<file path="src/verilog/udfc_map.svh">
/*
 * register offsets, field positions, reset values and timing counts for the
 * frame and endpoint command block.
 * assumes: included by bare name, inside or after the udfc package.
 */
`ifndef UDFC_MAP_SVH
`define UDFC_MAP_SVH

// ************************************************************
// register byte addresses
// ************************************************************
`define UDFC_ADDR_FRAME 4'h0
`define UDFC_ADDR_CMD 4'h4
`define UDFC_ADDR_INT_STATUS 4'h8
`define UDFC_ADDR_INT_MASK 4'hc
`define UDFC_ADDR_W 4

// ************************************************************
// frame register fields
// ************************************************************
`define UDFC_FRM_NUM_LSB 0
`define UDFC_FRM_NUM_W 11
`define UDFC_FRM_STAT_LSB 12
`define UDFC_FRM_CREATE_BIT 15
`define UDFC_FST_BEFORE 2'h0
`define UDFC_FST_VALID 2'h1
`define UDFC_FST_LOST 2'h2

// ************************************************************
// command register fields
// ************************************************************
`define UDFC_CMD_CODE_LSB 0
`define UDFC_CMD_EP_LSB 4
`define UDFC_CMD_ZLP_LSB 8
`define UDFC_CMD_TOGGLE_BIT 15
`define UDFC_CMD_RESET 32'h0000_0000
`define UDFC_EP_COUNT 4'h4

// ************************************************************
// interrupt status / mask bits
// ************************************************************
`define UDFC_INT_SOF_BIT 0
`define UDFC_INT_ZLP_BIT 1
`define UDFC_INT_LOST_BIT 2
`define UDFC_INT_W 3

// ************************************************************
// bus responses
// ************************************************************
`define UDFC_RESP_OKAY 2'h0
`define UDFC_RESP_SLVERR 2'h2

// ************************************************************
// timing
// ************************************************************
`define UDFC_CLK_MHZ 100
`define UDFC_FRAME_TIME_US 1000
`define UDFC_FRAME_CYCLES (`UDFC_FRAME_TIME_US * `UDFC_CLK_MHZ)

`endif

</file>
<file path="src/verilog/udfc_pkg.sv">
/*
 * types shared by the frame and endpoint command block.
 * assumes: udfc_map.svh sits beside this file.
 */
package udfc_pkg;
`include "udfc_map.svh"

   typedef enum logic [3:0] {
      UDFC_CMD_RSVD0 = 4'h0,
      UDFC_CMD_SETUP_FIN = 4'h1,
      UDFC_CMD_FORCE_DATA0 = 4'h2,
      UDFC_CMD_ENDPOINT_RESET_CMD = 4'h3,
      UDFC_CMD_EP_HALT = 4'h4,
      UDFC_CMD_EP_INVALIDATE = 4'h5,
      UDFC_CMD_RSVD6 = 4'h6,
      UDFC_CMD_ENDPOINT_DISABLE_CMD = 4'h7,
      UDFC_CMD_ENDPOINT_ENABLE_CMD = 4'h8,
      UDFC_CMD_INVALIDATE_ALL = 4'h9,
      UDFC_CMD_BUS_READY = 4'ha,
      UDFC_CMD_SETUP_RECEIVED = 4'hb,
      UDFC_CMD_END_OF_PACKET = 4'hc,
      UDFC_CMD_FIFO_CLEAR = 4'hd,
      UDFC_CMD_SEND_ZERO_LENGTH = 4'he,
      UDFC_CMD_RSVDF = 4'hf
   } udfc_cmd_t;

   typedef enum logic [1:0] {
      UDFC_FS_LOST,
      UDFC_FS_VALID,
      UDFC_FS_BEFORE
   } udfc_fstate_t;

endpackage : udfc_pkg

</file>
<file path="src/verilog/udfc_frm_if.sv">
/*
 * carries start-of-frame events in and the frame number state out between
 * the register block and the frame tracker.
 * assumes: both ends run on the same clock.
 */
`timescale 1ns/100ps
interface udfc_frm_if;
   logic sof_pulse;
   logic [10:0] sof_frame;
   logic suspend;
   logic create_sof;
   logic [1:0] status;
   logic [10:0] frame;
   logic lost_pulse;

   modport tracker (
      input sof_pulse,
      input sof_frame,
      input suspend,
      input create_sof,
      output status,
      output frame,
      output lost_pulse
   );

   modport owner (
      output sof_pulse,
      output sof_frame,
      output suspend,
      output create_sof,
      input status,
      input frame,
      input lost_pulse
   );
endinterface : udfc_frm_if

</file>
<file path="src/verilog/udfc_frame_track.sv">
/*
 * frame number capture and frame number state tracking.
 * assumes: sof and suspend come from logic on aclk, no synchroniser needed.
 */
`timescale 1ns/100ps
module udfc_frame_track #(
   parameter int unsigned FRAME_CYCLES = `UDFC_FRAME_CYCLES
) (
   input wire logic aclk,
   input wire logic aresetn,
   input wire logic ce,
   udfc_frm_if.tracker fi
);
   udfc_pkg::udfc_fstate_t st_r, st_nxt;
   logic [31:0] cnt_r, cnt_nxt;
   logic [10:0] frame_r, frame_nxt;
   logic [1:0] code_r, code_nxt;
   logic lost_r, lost_nxt;

   always_comb begin
      st_nxt = st_r;
      cnt_nxt = cnt_r;
      frame_nxt = frame_r;
      lost_nxt = 1'b0;
      if (fi.suspend) begin
         if (st_r != udfc_pkg::UDFC_FS_LOST) begin
            lost_nxt = 1'b1;
         end
         st_nxt = udfc_pkg::UDFC_FS_LOST;
         cnt_nxt = 32'h0;
      end else if (fi.sof_pulse) begin
         frame_nxt = fi.sof_frame;
         st_nxt = udfc_pkg::UDFC_FS_VALID;
         cnt_nxt = 32'h0;
      end else if (fi.create_sof && st_r != udfc_pkg::UDFC_FS_LOST) begin
         if (cnt_r == FRAME_CYCLES - 1) begin
            cnt_nxt = 32'h0;
            if (st_r == udfc_pkg::UDFC_FS_VALID) begin
               st_nxt = udfc_pkg::UDFC_FS_BEFORE;
            end else begin
               st_nxt = udfc_pkg::UDFC_FS_LOST;
               lost_nxt = 1'b1;
            end
         end else begin
            cnt_nxt = cnt_r + 32'h1;
         end
      end
      unique case (st_nxt)
         udfc_pkg::UDFC_FS_VALID: code_nxt = `UDFC_FST_VALID;
         udfc_pkg::UDFC_FS_BEFORE: code_nxt = `UDFC_FST_BEFORE;
         udfc_pkg::UDFC_FS_LOST: code_nxt = `UDFC_FST_LOST;
         default: code_nxt = `UDFC_FST_LOST;
      endcase
   end

   always_ff @(posedge aclk) begin
      if (!aresetn) begin
         st_r <= udfc_pkg::UDFC_FS_LOST;
         cnt_r <= 32'h0;
         frame_r <= 11'h000;
         code_r <= `UDFC_FST_LOST;
         lost_r <= 1'b0;
      end else if (ce) begin
         st_r <= st_nxt;
         cnt_r <= cnt_nxt;
         frame_r <= frame_nxt;
         code_r <= code_nxt;
         lost_r <= lost_nxt;
      end
   end

   assign fi.status = code_r;
   assign fi.frame = frame_r;
   assign fi.lost_pulse = lost_r;
endmodule : udfc_frame_track

</file>
<file path="src/verilog/udfc_top.sv">
/*
 * frame register, endpoint command register and interrupt logic of a
 * full-speed usb device controller, reached over axi4-lite.
 * assumes: packet-engine strobes arrive on aclk; one command consumer.
 */
// Chosen here: the AXI4-Lite register port and the address map.
`timescale 1ns/100ps
module udfc_top #(
   parameter int unsigned FRAME_CYCLES = `UDFC_FRAME_CYCLES
) (
   input wire logic aclk,
   input wire logic aresetn,
   input wire logic ce,
   input wire logic [3:0] s_axi_awaddr,
   input wire logic [2:0] s_axi_awprot,
   input wire logic s_axi_awvalid,
   output logic s_axi_awready,
   input wire logic [31:0] s_axi_wdata,
   input wire logic [3:0] s_axi_wstrb,
   input wire logic s_axi_wvalid,
   output logic s_axi_wready,
   output logic [1:0] s_axi_bresp,
   output logic s_axi_bvalid,
   input wire logic s_axi_bready,
   input wire logic [3:0] s_axi_araddr,
   input wire logic [2:0] s_axi_arprot,
   input wire logic s_axi_arvalid,
   output logic s_axi_arready,
   output logic [31:0] s_axi_rdata,
   output logic [1:0] s_axi_rresp,
   output logic s_axi_rvalid,
   input wire logic s_axi_rready,
   input wire logic sof_rx,
   input wire logic [10:0] sof_frame_in,
   input wire logic bus_suspend,
   input wire logic zlp_rx,
   input wire logic [3:0] zlp_ep_in,
   input wire logic intin_no_handshake,
   output logic cmd_valid,
   output logic [3:0] cmd_code,
   output logic [3:0] target_endpoint,
   output logic data_toggle_advance,
   output logic irq
);
   // ************************************************************
   // frame tracker
   // ************************************************************
   udfc_frm_if frm ();

   logic create_sof_r, create_sof_nxt;

   assign frm.sof_pulse = sof_rx;
   assign frm.sof_frame = sof_frame_in;
   assign frm.suspend = bus_suspend;
   assign frm.create_sof = create_sof_r;

   udfc_frame_track #(
      .FRAME_CYCLES(FRAME_CYCLES)
   ) u_track (
      .aclk(aclk),
      .aresetn(aresetn),
      .ce(ce),
      .fi(frm)
   );

   // ************************************************************
   // helpers
   // ************************************************************
   function automatic logic [31:0] strb_merge(input logic [31:0] old_v,
                                               input logic [31:0] new_v,
                                               input logic [3:0] strb);
      logic [31:0] res;
      res = old_v;
      for (int i = 0; i < 4; i++) begin
         if (strb[i]) begin
            res[i*8 +: 8] = new_v[i*8 +: 8];
         end
      end
      return res;
   endfunction : strb_merge

   function automatic logic addr_mapped(input logic [3:0] a);
      return (a == `UDFC_ADDR_FRAME) || (a == `UDFC_ADDR_CMD) ||
             (a == `UDFC_ADDR_INT_STATUS) || (a == `UDFC_ADDR_INT_MASK);
   endfunction : addr_mapped

   function automatic logic code_legal(input logic [3:0] c);
      return !(c == udfc_pkg::UDFC_CMD_RSVD0 || c == udfc_pkg::UDFC_CMD_RSVD6 ||
               c == udfc_pkg::UDFC_CMD_RSVDF);
   endfunction : code_legal

   // ************************************************************
   // axi4-lite slave
   // ************************************************************
   logic awready_r, awready_nxt;
   logic wready_r, wready_nxt;
   logic bvalid_r, bvalid_nxt;
   logic [1:0] bresp_r, bresp_nxt;
   logic arready_r, arready_nxt;
   logic rvalid_r, rvalid_nxt;
   logic [1:0] rresp_r, rresp_nxt;
   logic [31:0] rdata_r, rdata_nxt;
   logic aw_held_r, aw_held_nxt;
   logic w_held_r, w_held_nxt;
   logic [3:0] awaddr_r, awaddr_nxt;
   logic [31:0] wdata_r, wdata_nxt;
   logic [3:0] wstrb_r, wstrb_nxt;
   logic wr_fire;
   logic rd_fire;

   // core state read by the bus mux
   logic [3:0] ep_r;
   logic [3:0] code_r;
   logic toggle_en_r;
   logic [3:0] zlp_ep_r;
   logic [`UDFC_INT_W-1:0] int_stat_r;
   logic [`UDFC_INT_W-1:0] int_mask_r;

   always_comb begin
      aw_held_nxt = aw_held_r;
      w_held_nxt = w_held_r;
      awaddr_nxt = awaddr_r;
      wdata_nxt = wdata_r;
      wstrb_nxt = wstrb_r;
      bvalid_nxt = bvalid_r;
      bresp_nxt = bresp_r;
      rvalid_nxt = rvalid_r;
      rresp_nxt = rresp_r;
      rdata_nxt = rdata_r;
      wr_fire = 1'b0;
      rd_fire = 1'b0;
      if (s_axi_awvalid && awready_r) begin
         aw_held_nxt = 1'b1;
         awaddr_nxt = s_axi_awaddr;
      end
      if (s_axi_wvalid && wready_r) begin
         w_held_nxt = 1'b1;
         wdata_nxt = s_axi_wdata;
         wstrb_nxt = s_axi_wstrb;
      end
      if (bvalid_r && s_axi_bready) begin
         bvalid_nxt = 1'b0;
      end
      // address and data both held: commit, answer next cycle
      if (aw_held_r && w_held_r && !bvalid_r) begin
         wr_fire = 1'b1;
         aw_held_nxt = 1'b0;
         w_held_nxt = 1'b0;
         bvalid_nxt = 1'b1;
         bresp_nxt = addr_mapped(awaddr_r) ? `UDFC_RESP_OKAY : `UDFC_RESP_SLVERR;
      end
      if (rvalid_r && s_axi_rready) begin
         rvalid_nxt = 1'b0;
      end
      if (s_axi_arvalid && arready_r) begin
         rd_fire = 1'b1;
         rvalid_nxt = 1'b1;
         rresp_nxt = `UDFC_RESP_OKAY;
         rdata_nxt = 32'h0000_0000;
         unique case (s_axi_araddr)
            `UDFC_ADDR_FRAME: begin
               rdata_nxt[`UDFC_FRM_NUM_LSB +: `UDFC_FRM_NUM_W] = frm.frame;
               rdata_nxt[`UDFC_FRM_STAT_LSB +: 2] = frm.status;
               rdata_nxt[`UDFC_FRM_CREATE_BIT] = create_sof_r;
            end
            `UDFC_ADDR_CMD: begin
               rdata_nxt[`UDFC_CMD_CODE_LSB +: 4] = code_r;
               rdata_nxt[`UDFC_CMD_EP_LSB +: 4] = ep_r;
               rdata_nxt[`UDFC_CMD_ZLP_LSB +: 4] = zlp_ep_r;
               rdata_nxt[`UDFC_CMD_TOGGLE_BIT] = toggle_en_r;
            end
            `UDFC_ADDR_INT_STATUS: rdata_nxt[`UDFC_INT_W-1:0] = int_stat_r;
            `UDFC_ADDR_INT_MASK: rdata_nxt[`UDFC_INT_W-1:0] = int_mask_r;
            default: rresp_nxt = `UDFC_RESP_SLVERR;
         endcase
      end
      // one write and one read in flight at most
      awready_nxt = !aw_held_nxt && !bvalid_nxt;
      wready_nxt = !w_held_nxt && !bvalid_nxt;
      arready_nxt = !rvalid_nxt;
   end

   always_ff @(posedge aclk) begin
      if (!aresetn) begin
         awready_r <= 1'b0;
         wready_r <= 1'b0;
         bvalid_r <= 1'b0;
         bresp_r <= `UDFC_RESP_OKAY;
         arready_r <= 1'b0;
         rvalid_r <= 1'b0;
         rresp_r <= `UDFC_RESP_OKAY;
         rdata_r <= 32'h0000_0000;
         aw_held_r <= 1'b0;
         w_held_r <= 1'b0;
         awaddr_r <= 4'h0;
         wdata_r <= 32'h0000_0000;
         wstrb_r <= 4'h0;
      end else if (ce) begin
         awready_r <= awready_nxt;
         wready_r <= wready_nxt;
         bvalid_r <= bvalid_nxt;
         bresp_r <= bresp_nxt;
         arready_r <= arready_nxt;
         rvalid_r <= rvalid_nxt;
         rresp_r <= rresp_nxt;
         rdata_r <= rdata_nxt;
         aw_held_r <= aw_held_nxt;
         w_held_r <= w_held_nxt;
         awaddr_r <= awaddr_nxt;
         wdata_r <= wdata_nxt;
         wstrb_r <= wstrb_nxt;
      end
   end

   // ************************************************************
   // registers, commands and interrupts
   // ************************************************************
   logic [3:0] ep_nxt, code_nxt, zlp_ep_nxt;
   logic toggle_en_nxt;
   logic [`UDFC_INT_W-1:0] int_stat_nxt, int_mask_nxt, int_set;
   logic cmd_valid_r, cmd_valid_nxt;
   logic [3:0] cmd_code_r, cmd_code_nxt;
   logic [3:0] tgt_ep_r, tgt_ep_nxt;
   logic tog_adv_r, tog_adv_nxt;
   logic irq_r, irq_nxt;
   logic [31:0] cmd_word;

   always_comb begin
      ep_nxt = ep_r;
      code_nxt = code_r;
      toggle_en_nxt = toggle_en_r;
      zlp_ep_nxt = zlp_ep_r;
      create_sof_nxt = create_sof_r;
      int_mask_nxt = int_mask_r;
      int_stat_nxt = int_stat_r;
      cmd_valid_nxt = 1'b0;
      cmd_code_nxt = cmd_code_r;
      tgt_ep_nxt = tgt_ep_r;
      cmd_word = 32'h0000_0000;
      cmd_word[`UDFC_CMD_CODE_LSB +: 4] = code_r;
      cmd_word[`UDFC_CMD_EP_LSB +: 4] = ep_r;
      cmd_word[`UDFC_CMD_TOGGLE_BIT] = toggle_en_r;
      cmd_word = strb_merge(cmd_word, wdata_r, wstrb_r);
      if (wr_fire) begin
         unique case (awaddr_r)
            `UDFC_ADDR_FRAME: begin
               if (wstrb_r[1]) begin
                  create_sof_nxt = wdata_r[`UDFC_FRM_CREATE_BIT];
               end
            end
            `UDFC_ADDR_CMD: begin
               toggle_en_nxt = cmd_word[`UDFC_CMD_TOGGLE_BIT];
               ep_nxt = cmd_word[`UDFC_CMD_EP_LSB +: 4];
               code_nxt = cmd_word[`UDFC_CMD_CODE_LSB +: 4];
               if (wstrb_r[0] && code_legal(code_nxt) && ep_nxt < `UDFC_EP_COUNT) begin
                  cmd_valid_nxt = 1'b1;
                  cmd_code_nxt = code_nxt;
                  tgt_ep_nxt = ep_nxt;
               end
            end
            `UDFC_ADDR_INT_MASK: begin
               if (wstrb_r[0]) begin
                  int_mask_nxt = wdata_r[`UDFC_INT_W-1:0];
               end
            end
            default: begin
            end
         endcase
      end
      if (zlp_rx) begin
         zlp_ep_nxt = zlp_ep_in;
      end
      int_set = '0;
      int_set[`UDFC_INT_SOF_BIT] = sof_rx;
      int_set[`UDFC_INT_ZLP_BIT] = zlp_rx;
      int_set[`UDFC_INT_LOST_BIT] = frm.lost_pulse;
      // read clears, but a fresh event in the same cycle survives
      if (rd_fire && s_axi_araddr == `UDFC_ADDR_INT_STATUS) begin
         int_stat_nxt = '0;
      end
      int_stat_nxt = int_stat_nxt | int_set;
      irq_nxt = |(int_stat_nxt & int_mask_nxt);
      tog_adv_nxt = intin_no_handshake && toggle_en_r;
   end

   always_ff @(posedge aclk) begin
      if (!aresetn) begin
         ep_r <= 4'h0;
         code_r <= 4'h0;
         toggle_en_r <= 1'b0;
         zlp_ep_r <= 4'h0;
         create_sof_r <= 1'b0;
         int_stat_r <= '0;
         int_mask_r <= '0;
         cmd_valid_r <= 1'b0;
         cmd_code_r <= 4'h0;
         tgt_ep_r <= 4'h0;
         tog_adv_r <= 1'b0;
         irq_r <= 1'b0;
      end else if (ce) begin
         ep_r <= ep_nxt;
         code_r <= code_nxt;
         toggle_en_r <= toggle_en_nxt;
         zlp_ep_r <= zlp_ep_nxt;
         create_sof_r <= create_sof_nxt;
         int_stat_r <= int_stat_nxt;
         int_mask_r <= int_mask_nxt;
         cmd_valid_r <= cmd_valid_nxt;
         cmd_code_r <= cmd_code_nxt;
         tgt_ep_r <= tgt_ep_nxt;
         tog_adv_r <= tog_adv_nxt;
         irq_r <= irq_nxt;
      end
   end

   // ************************************************************
   // outputs
   // ************************************************************
   assign s_axi_awready = awready_r;
   assign s_axi_wready = wready_r;
   assign s_axi_bvalid = bvalid_r;
   assign s_axi_bresp = bresp_r;
   assign s_axi_arready = arready_r;
   assign s_axi_rvalid = rvalid_r;
   assign s_axi_rresp = rresp_r;
   assign s_axi_rdata = rdata_r;
   assign cmd_valid = cmd_valid_r;
   assign cmd_code = cmd_code_r;
   assign target_endpoint = tgt_ep_r;
   assign data_toggle_advance = tog_adv_r;
   assign irq = irq_r;
endmodule : udfc_top

</file>
<file path="config.mk">
export PLATFORM = sky130hd
export DESIGN_NAME = udfc_top
export DESIGN_NICKNAME = d
export VERILOG_FILES = /design/src/verilog/udfc_pkg.sv /design/src/verilog/udfc_frm_if.sv /design/src/verilog/udfc_frame_track.sv /design/src/verilog/udfc_top.sv
export VERILOG_INCLUDE_DIRS = /design/src /design/src/verilog
export SDC_FILE = /design/constraint.sdc
export NUM_CORES = 1
export LEC_CHECK = 0
export CAP_MARGIN = 20
export CELL_PAD_IN_SITES_DETAIL_PLACEMENT = 1
export CELL_PAD_IN_SITES_GLOBAL_PLACEMENT = 1
export CORE_MARGIN = 5
export CORE_UTILIZATION = 40
export DETAILED_ROUTE_END_ITERATION = 8
export DONT_BUFFER_PORTS = 1
export PLACE_DENSITY = 0.74
export SETUP_SLACK_MARGIN = 0.2
export SYNTH_ARGS = -nofsm -noshare
export SYNTH_HDL_FRONTEND = slang
export SYNTH_SLANG_ARGS = --single-unit
</file>
<file path="constraint.sdc">
create_clock -name aclk -period 2.3 [get_ports aclk]
set_clock_uncertainty 0.15 [all_clocks]
set_input_delay 0.345 -clock aclk [delete_from_list [all_inputs] [get_ports aclk]]
set_output_delay 0.345 -clock aclk [all_outputs]
set_load 0.1 [all_outputs]
</file>
==> summary.md <==
| Metric | Value |
|---|---|
| Outcome | finished, violations left |
| Failing checks | negative hold slack, negative setup slack |
| Hold Vio Cnt, Final | 5 |
| Ys Warns | 0 |
| CP Launch Point | u_track.cnt_r[7] |
| First-pass GRT wire length | 27750 um |
| H-tree depth | 4 |
| Final Cycle Share | 102.1% |
| Synth area leaders | dfxtp_1, nand2_1, nor2_1 |
| Die width | 123.9 um |
| Final WS setup | -0.04849 ns |
| Max Clock Freq | 0.4258 GHz |
| Clk_lat worst skew | 0.42 ns |
| Slew margin rel. | 63.80% |
| Vias per std cell | 5.534 |
| I/O pin cnt | 129 |
| Clock tree buffer depth | 2 |
| CP Launch Type | flip-flop |
| Post-Route WL | 18610 um |
| Yosys top cell by area | dfxtp_1 |
| RSZ-0062 raised after global routing | yes |
| Synth Cell Area | 0.005192 mm^2 |
| Post-layout min period | 2.348 ns |
| Core box area | 0.01267 mm^2 |
| Final core occ | 58.61% |
| Largest net degree at the start of global routing | 47 |
| Worst setup EP type | flip-flop |
| N_diodes | 0 |
| Static Leak | 0.002763 uW |
| Synthesized flop and latch total | 118 |
| RR Startpoint | u_track.cnt_r[7] |
| Die H | 123.9 um |
| Post-Syn Instances | 605 |
| Sequential cell area | 0.002390 mm^2 |
| Type of the most critical hold path | input pin to flip-flop |
| CP max FO | 3 |
| WHS | -0.08929 ns |
| P&R area growth vs syn | 43.01% |
| Cell area after layout | 0.007426 mm^2 |
| Critical path class | flip-flop to flip-flop |
| Worst hold start | ce |
| Total grt overflow | 0 |
| Fillers | 1424 |
| CTS tree | yes |
| Sequential fraction of the synthesis area | 45.49% |
| Post-CTS Hold Buffers | 40 |
| Clk Tree Root Cell | clkbuf_16 |
| Layout Cells excl Fill | 919 |
| DP HPWL | 10810 um |
| Inserted Clock Buffers | 17 |
| Starting Density | 40.98% |
| Reg clk slew, reported paths | 0.06 ns |
| Site Rows | 41 |
| Synth top area share | 45.49% |
| Area of the multi-input gates | 0.002924 mm^2 |
| Ys flop type | dfxtp_1 |
| Max cap viols | 0 |
| Antenna-violating nets left | 0 |
| Worst Tran Pin Value | 0.5405 ns |
| Residual DRC | 0 |
| EDFF count, synth | 0 |
| Vias in the first global route | 5555 |
| Average size of a mapped cell | 8.583 um^2 |
| Synth unique cells | 51 |
| GP Congestion | 0.8340 |
| Crit path DAT | 2.51 ns |
| Pre-antenna DRT Iters | 4 |
| DR WL/cell | 20.24 um |
| Share of cells above drive strength 1 | 28.51% |
| Final TNS setup | -0.04849 ns |
| GR Util All Layers | 23.63% |
| Final Max Tran Viols | 0 |
| # placed instances | 825 |
| Vias | 5086 |
| Placement Cell Area | 0.005838 mm^2 |
| Initial antenna violation count | 0 |
| Required @ worst endpoint | 2.46 ns |
| Peak VDD IR | 0.0004152 V |
| Number of DRC markers in iteration 0 | 359 |
| Nets | 813 |
| Cell Pwr Density | 737.0 mW/mm^2 |
| # port buffers | 0 |
| CTS Sinks | 118 |
| Die ar. | 0.01536 mm^2 |
| Final setup viols | 1 |
| Async set-reset flop share out of synthesis | 0% |
cells by family after synthesis:
| logic type | synth area share (%) |
|---|---|
| mux | 5.759 |
| other cells | 0.07222 |
| compound gates | 11.42 |
| buf+inv | 5.735 |
| xor+xnor | 5.398 |
| simple gates | 25.64 |
| fa+ha+maj | 0.4819 |
| flops | 45.49 |
through the flow:
| stage | setup slack, ns | total power, uW |
|---|---|---|
| after floorplan | -0.04948 | 2542 |
| after global placement | -0.02706 | 2573 |
| after detailed placement | -0.1263 | 2583 |
| after CTS | 0.001605 | 5434 |
| after global routing | -0.1224 | 5627 |
| final | -0.04849 | 5473 |
worst max-delay path, stage by stage, from the launching register on:
cell	delay, ns
dfxtp_1	0.41
nor4b_1	0.31
nand2_1	0.22
nor4_4	0.30
mux2_4	0.34
nand2_4	0.08
ha_4	0.20
mux2i_1	0.15
nand2_1	0.08
placed cells by master, fill, tap and decap left out, types with 5 or more instances in the layout:
master         synthesis  routed
xor2_1                12      12
dlygate4sd3_1          0      40
nor2_1                81      56
nor2_4                 0      12
and3_1                 6       6
buf_6                  1       6
nand4_1               13      13
a21oi_1               51      48
clkbuf_16              0      18
a221oi_1               9       9
dfxtp_1              118     102
a22oi_1                6       5
conb_1                 1      19
nand3_1               31      31
inv_1                  7       7
nor2_2                 0      13
buf_4                 20      87
a211oi_1               6       6
nor4_1                11       6
or2_2                  5       5
mux2i_1               22      20
nand2_1               85      83
xnor2_1               20      20
nor3_1                19      18
dfxtp_2                0      13
path summary, 6_finish.rpt:
path | cells after the start | endpoint | slack [ns]
worst min register to register | 2 | u_track.fi.frame[7] | 0.31
worst max register to register | 8 | u_track.fi.status[1] | -0.05
worst max-delay path | 8 | u_track.fi.status[1] | -0.05
worst min-delay path | 1 | u_track.fi.lost_pulse | -0.09
synthesized netlist by cell type, drive strengths merged, types with 3 or more instances:
| cell type | instances |
|---|---|
| nor4b | 5 |
| a22oi | 6 |
| nand3 | 31 |
| and3 | 6 |
| and4 | 4 |
| nor4 | 13 |
| or2 | 5 |
| inv | 8 |
| a21oi | 51 |
| mux4 | 3 |
| o21ai | 6 |
| mux2i | 22 |
| or4 | 3 |
| dfxtp | 118 |
| xnor2 | 20 |
| a221oi | 9 |
| nor2 | 81 |
| nor3b | 3 |
| xor2 | 12 |
| a211oi | 9 |
| clkbuf | 22 |
| nor3 | 19 |
| buf | 26 |
| nand4 | 13 |
| nand3b | 3 |
| nand2 | 85 |
per-layer routing:
metal	wire [um]	share of wire, %	GRT usage, %	vias up
li1	-	-	-	2350
met1	7073	38	24.39	2529
met2	9999	54	43.66	157
met3	1000	5.4	6.222	50
met4	532	2.9	12.11	0
met5	0	0	0	-
power breakdown:
| group | switching (uW) | total (uW) | internal (uW) |
|---|---|---|---|
| sequential | 33.7 | 2120 | 2080 |
| combinational | 400 | 558 | 158 |
| clock | 952 | 2800 | 1850 |
state kept, by name (all words and copies together) (netlist names), 2 cells and up:
signal             flops
s_axi_rdata           15
u_track.fi.status      2
u_track.cnt_r         32
u_track.fi.frame      11
u_track.st_r           2
target_endpoint        4
code_r                 4
ep_r                   4
awaddr_r               4
cmd_code               4
zlp_ep_r               4
wstrb_r                2
int_mask_r             3
wdata_r                9
int_stat_r             3
final cells by class:
class | instances | share of cell area [%]
well taps | 172 | 2.898
multi-input cells | 449 | 39.38
clock inverters | 8 | 1.584
repair buffers | 140 | 16.78
inverters | 8 | 0.4044
flip-flops and latches | 118 | 32.18
clock buffers | 24 | 6.773
repair_timing:
item,CTS,global route
pin swaps,26,22
buffers inserted,10,8
setup endpoints to repair,31,42
hold endpoints to repair,45,4
resized for setup,39,62
gates cloned,4,0
Note: power is estimated with default switching activity, not from simulation.
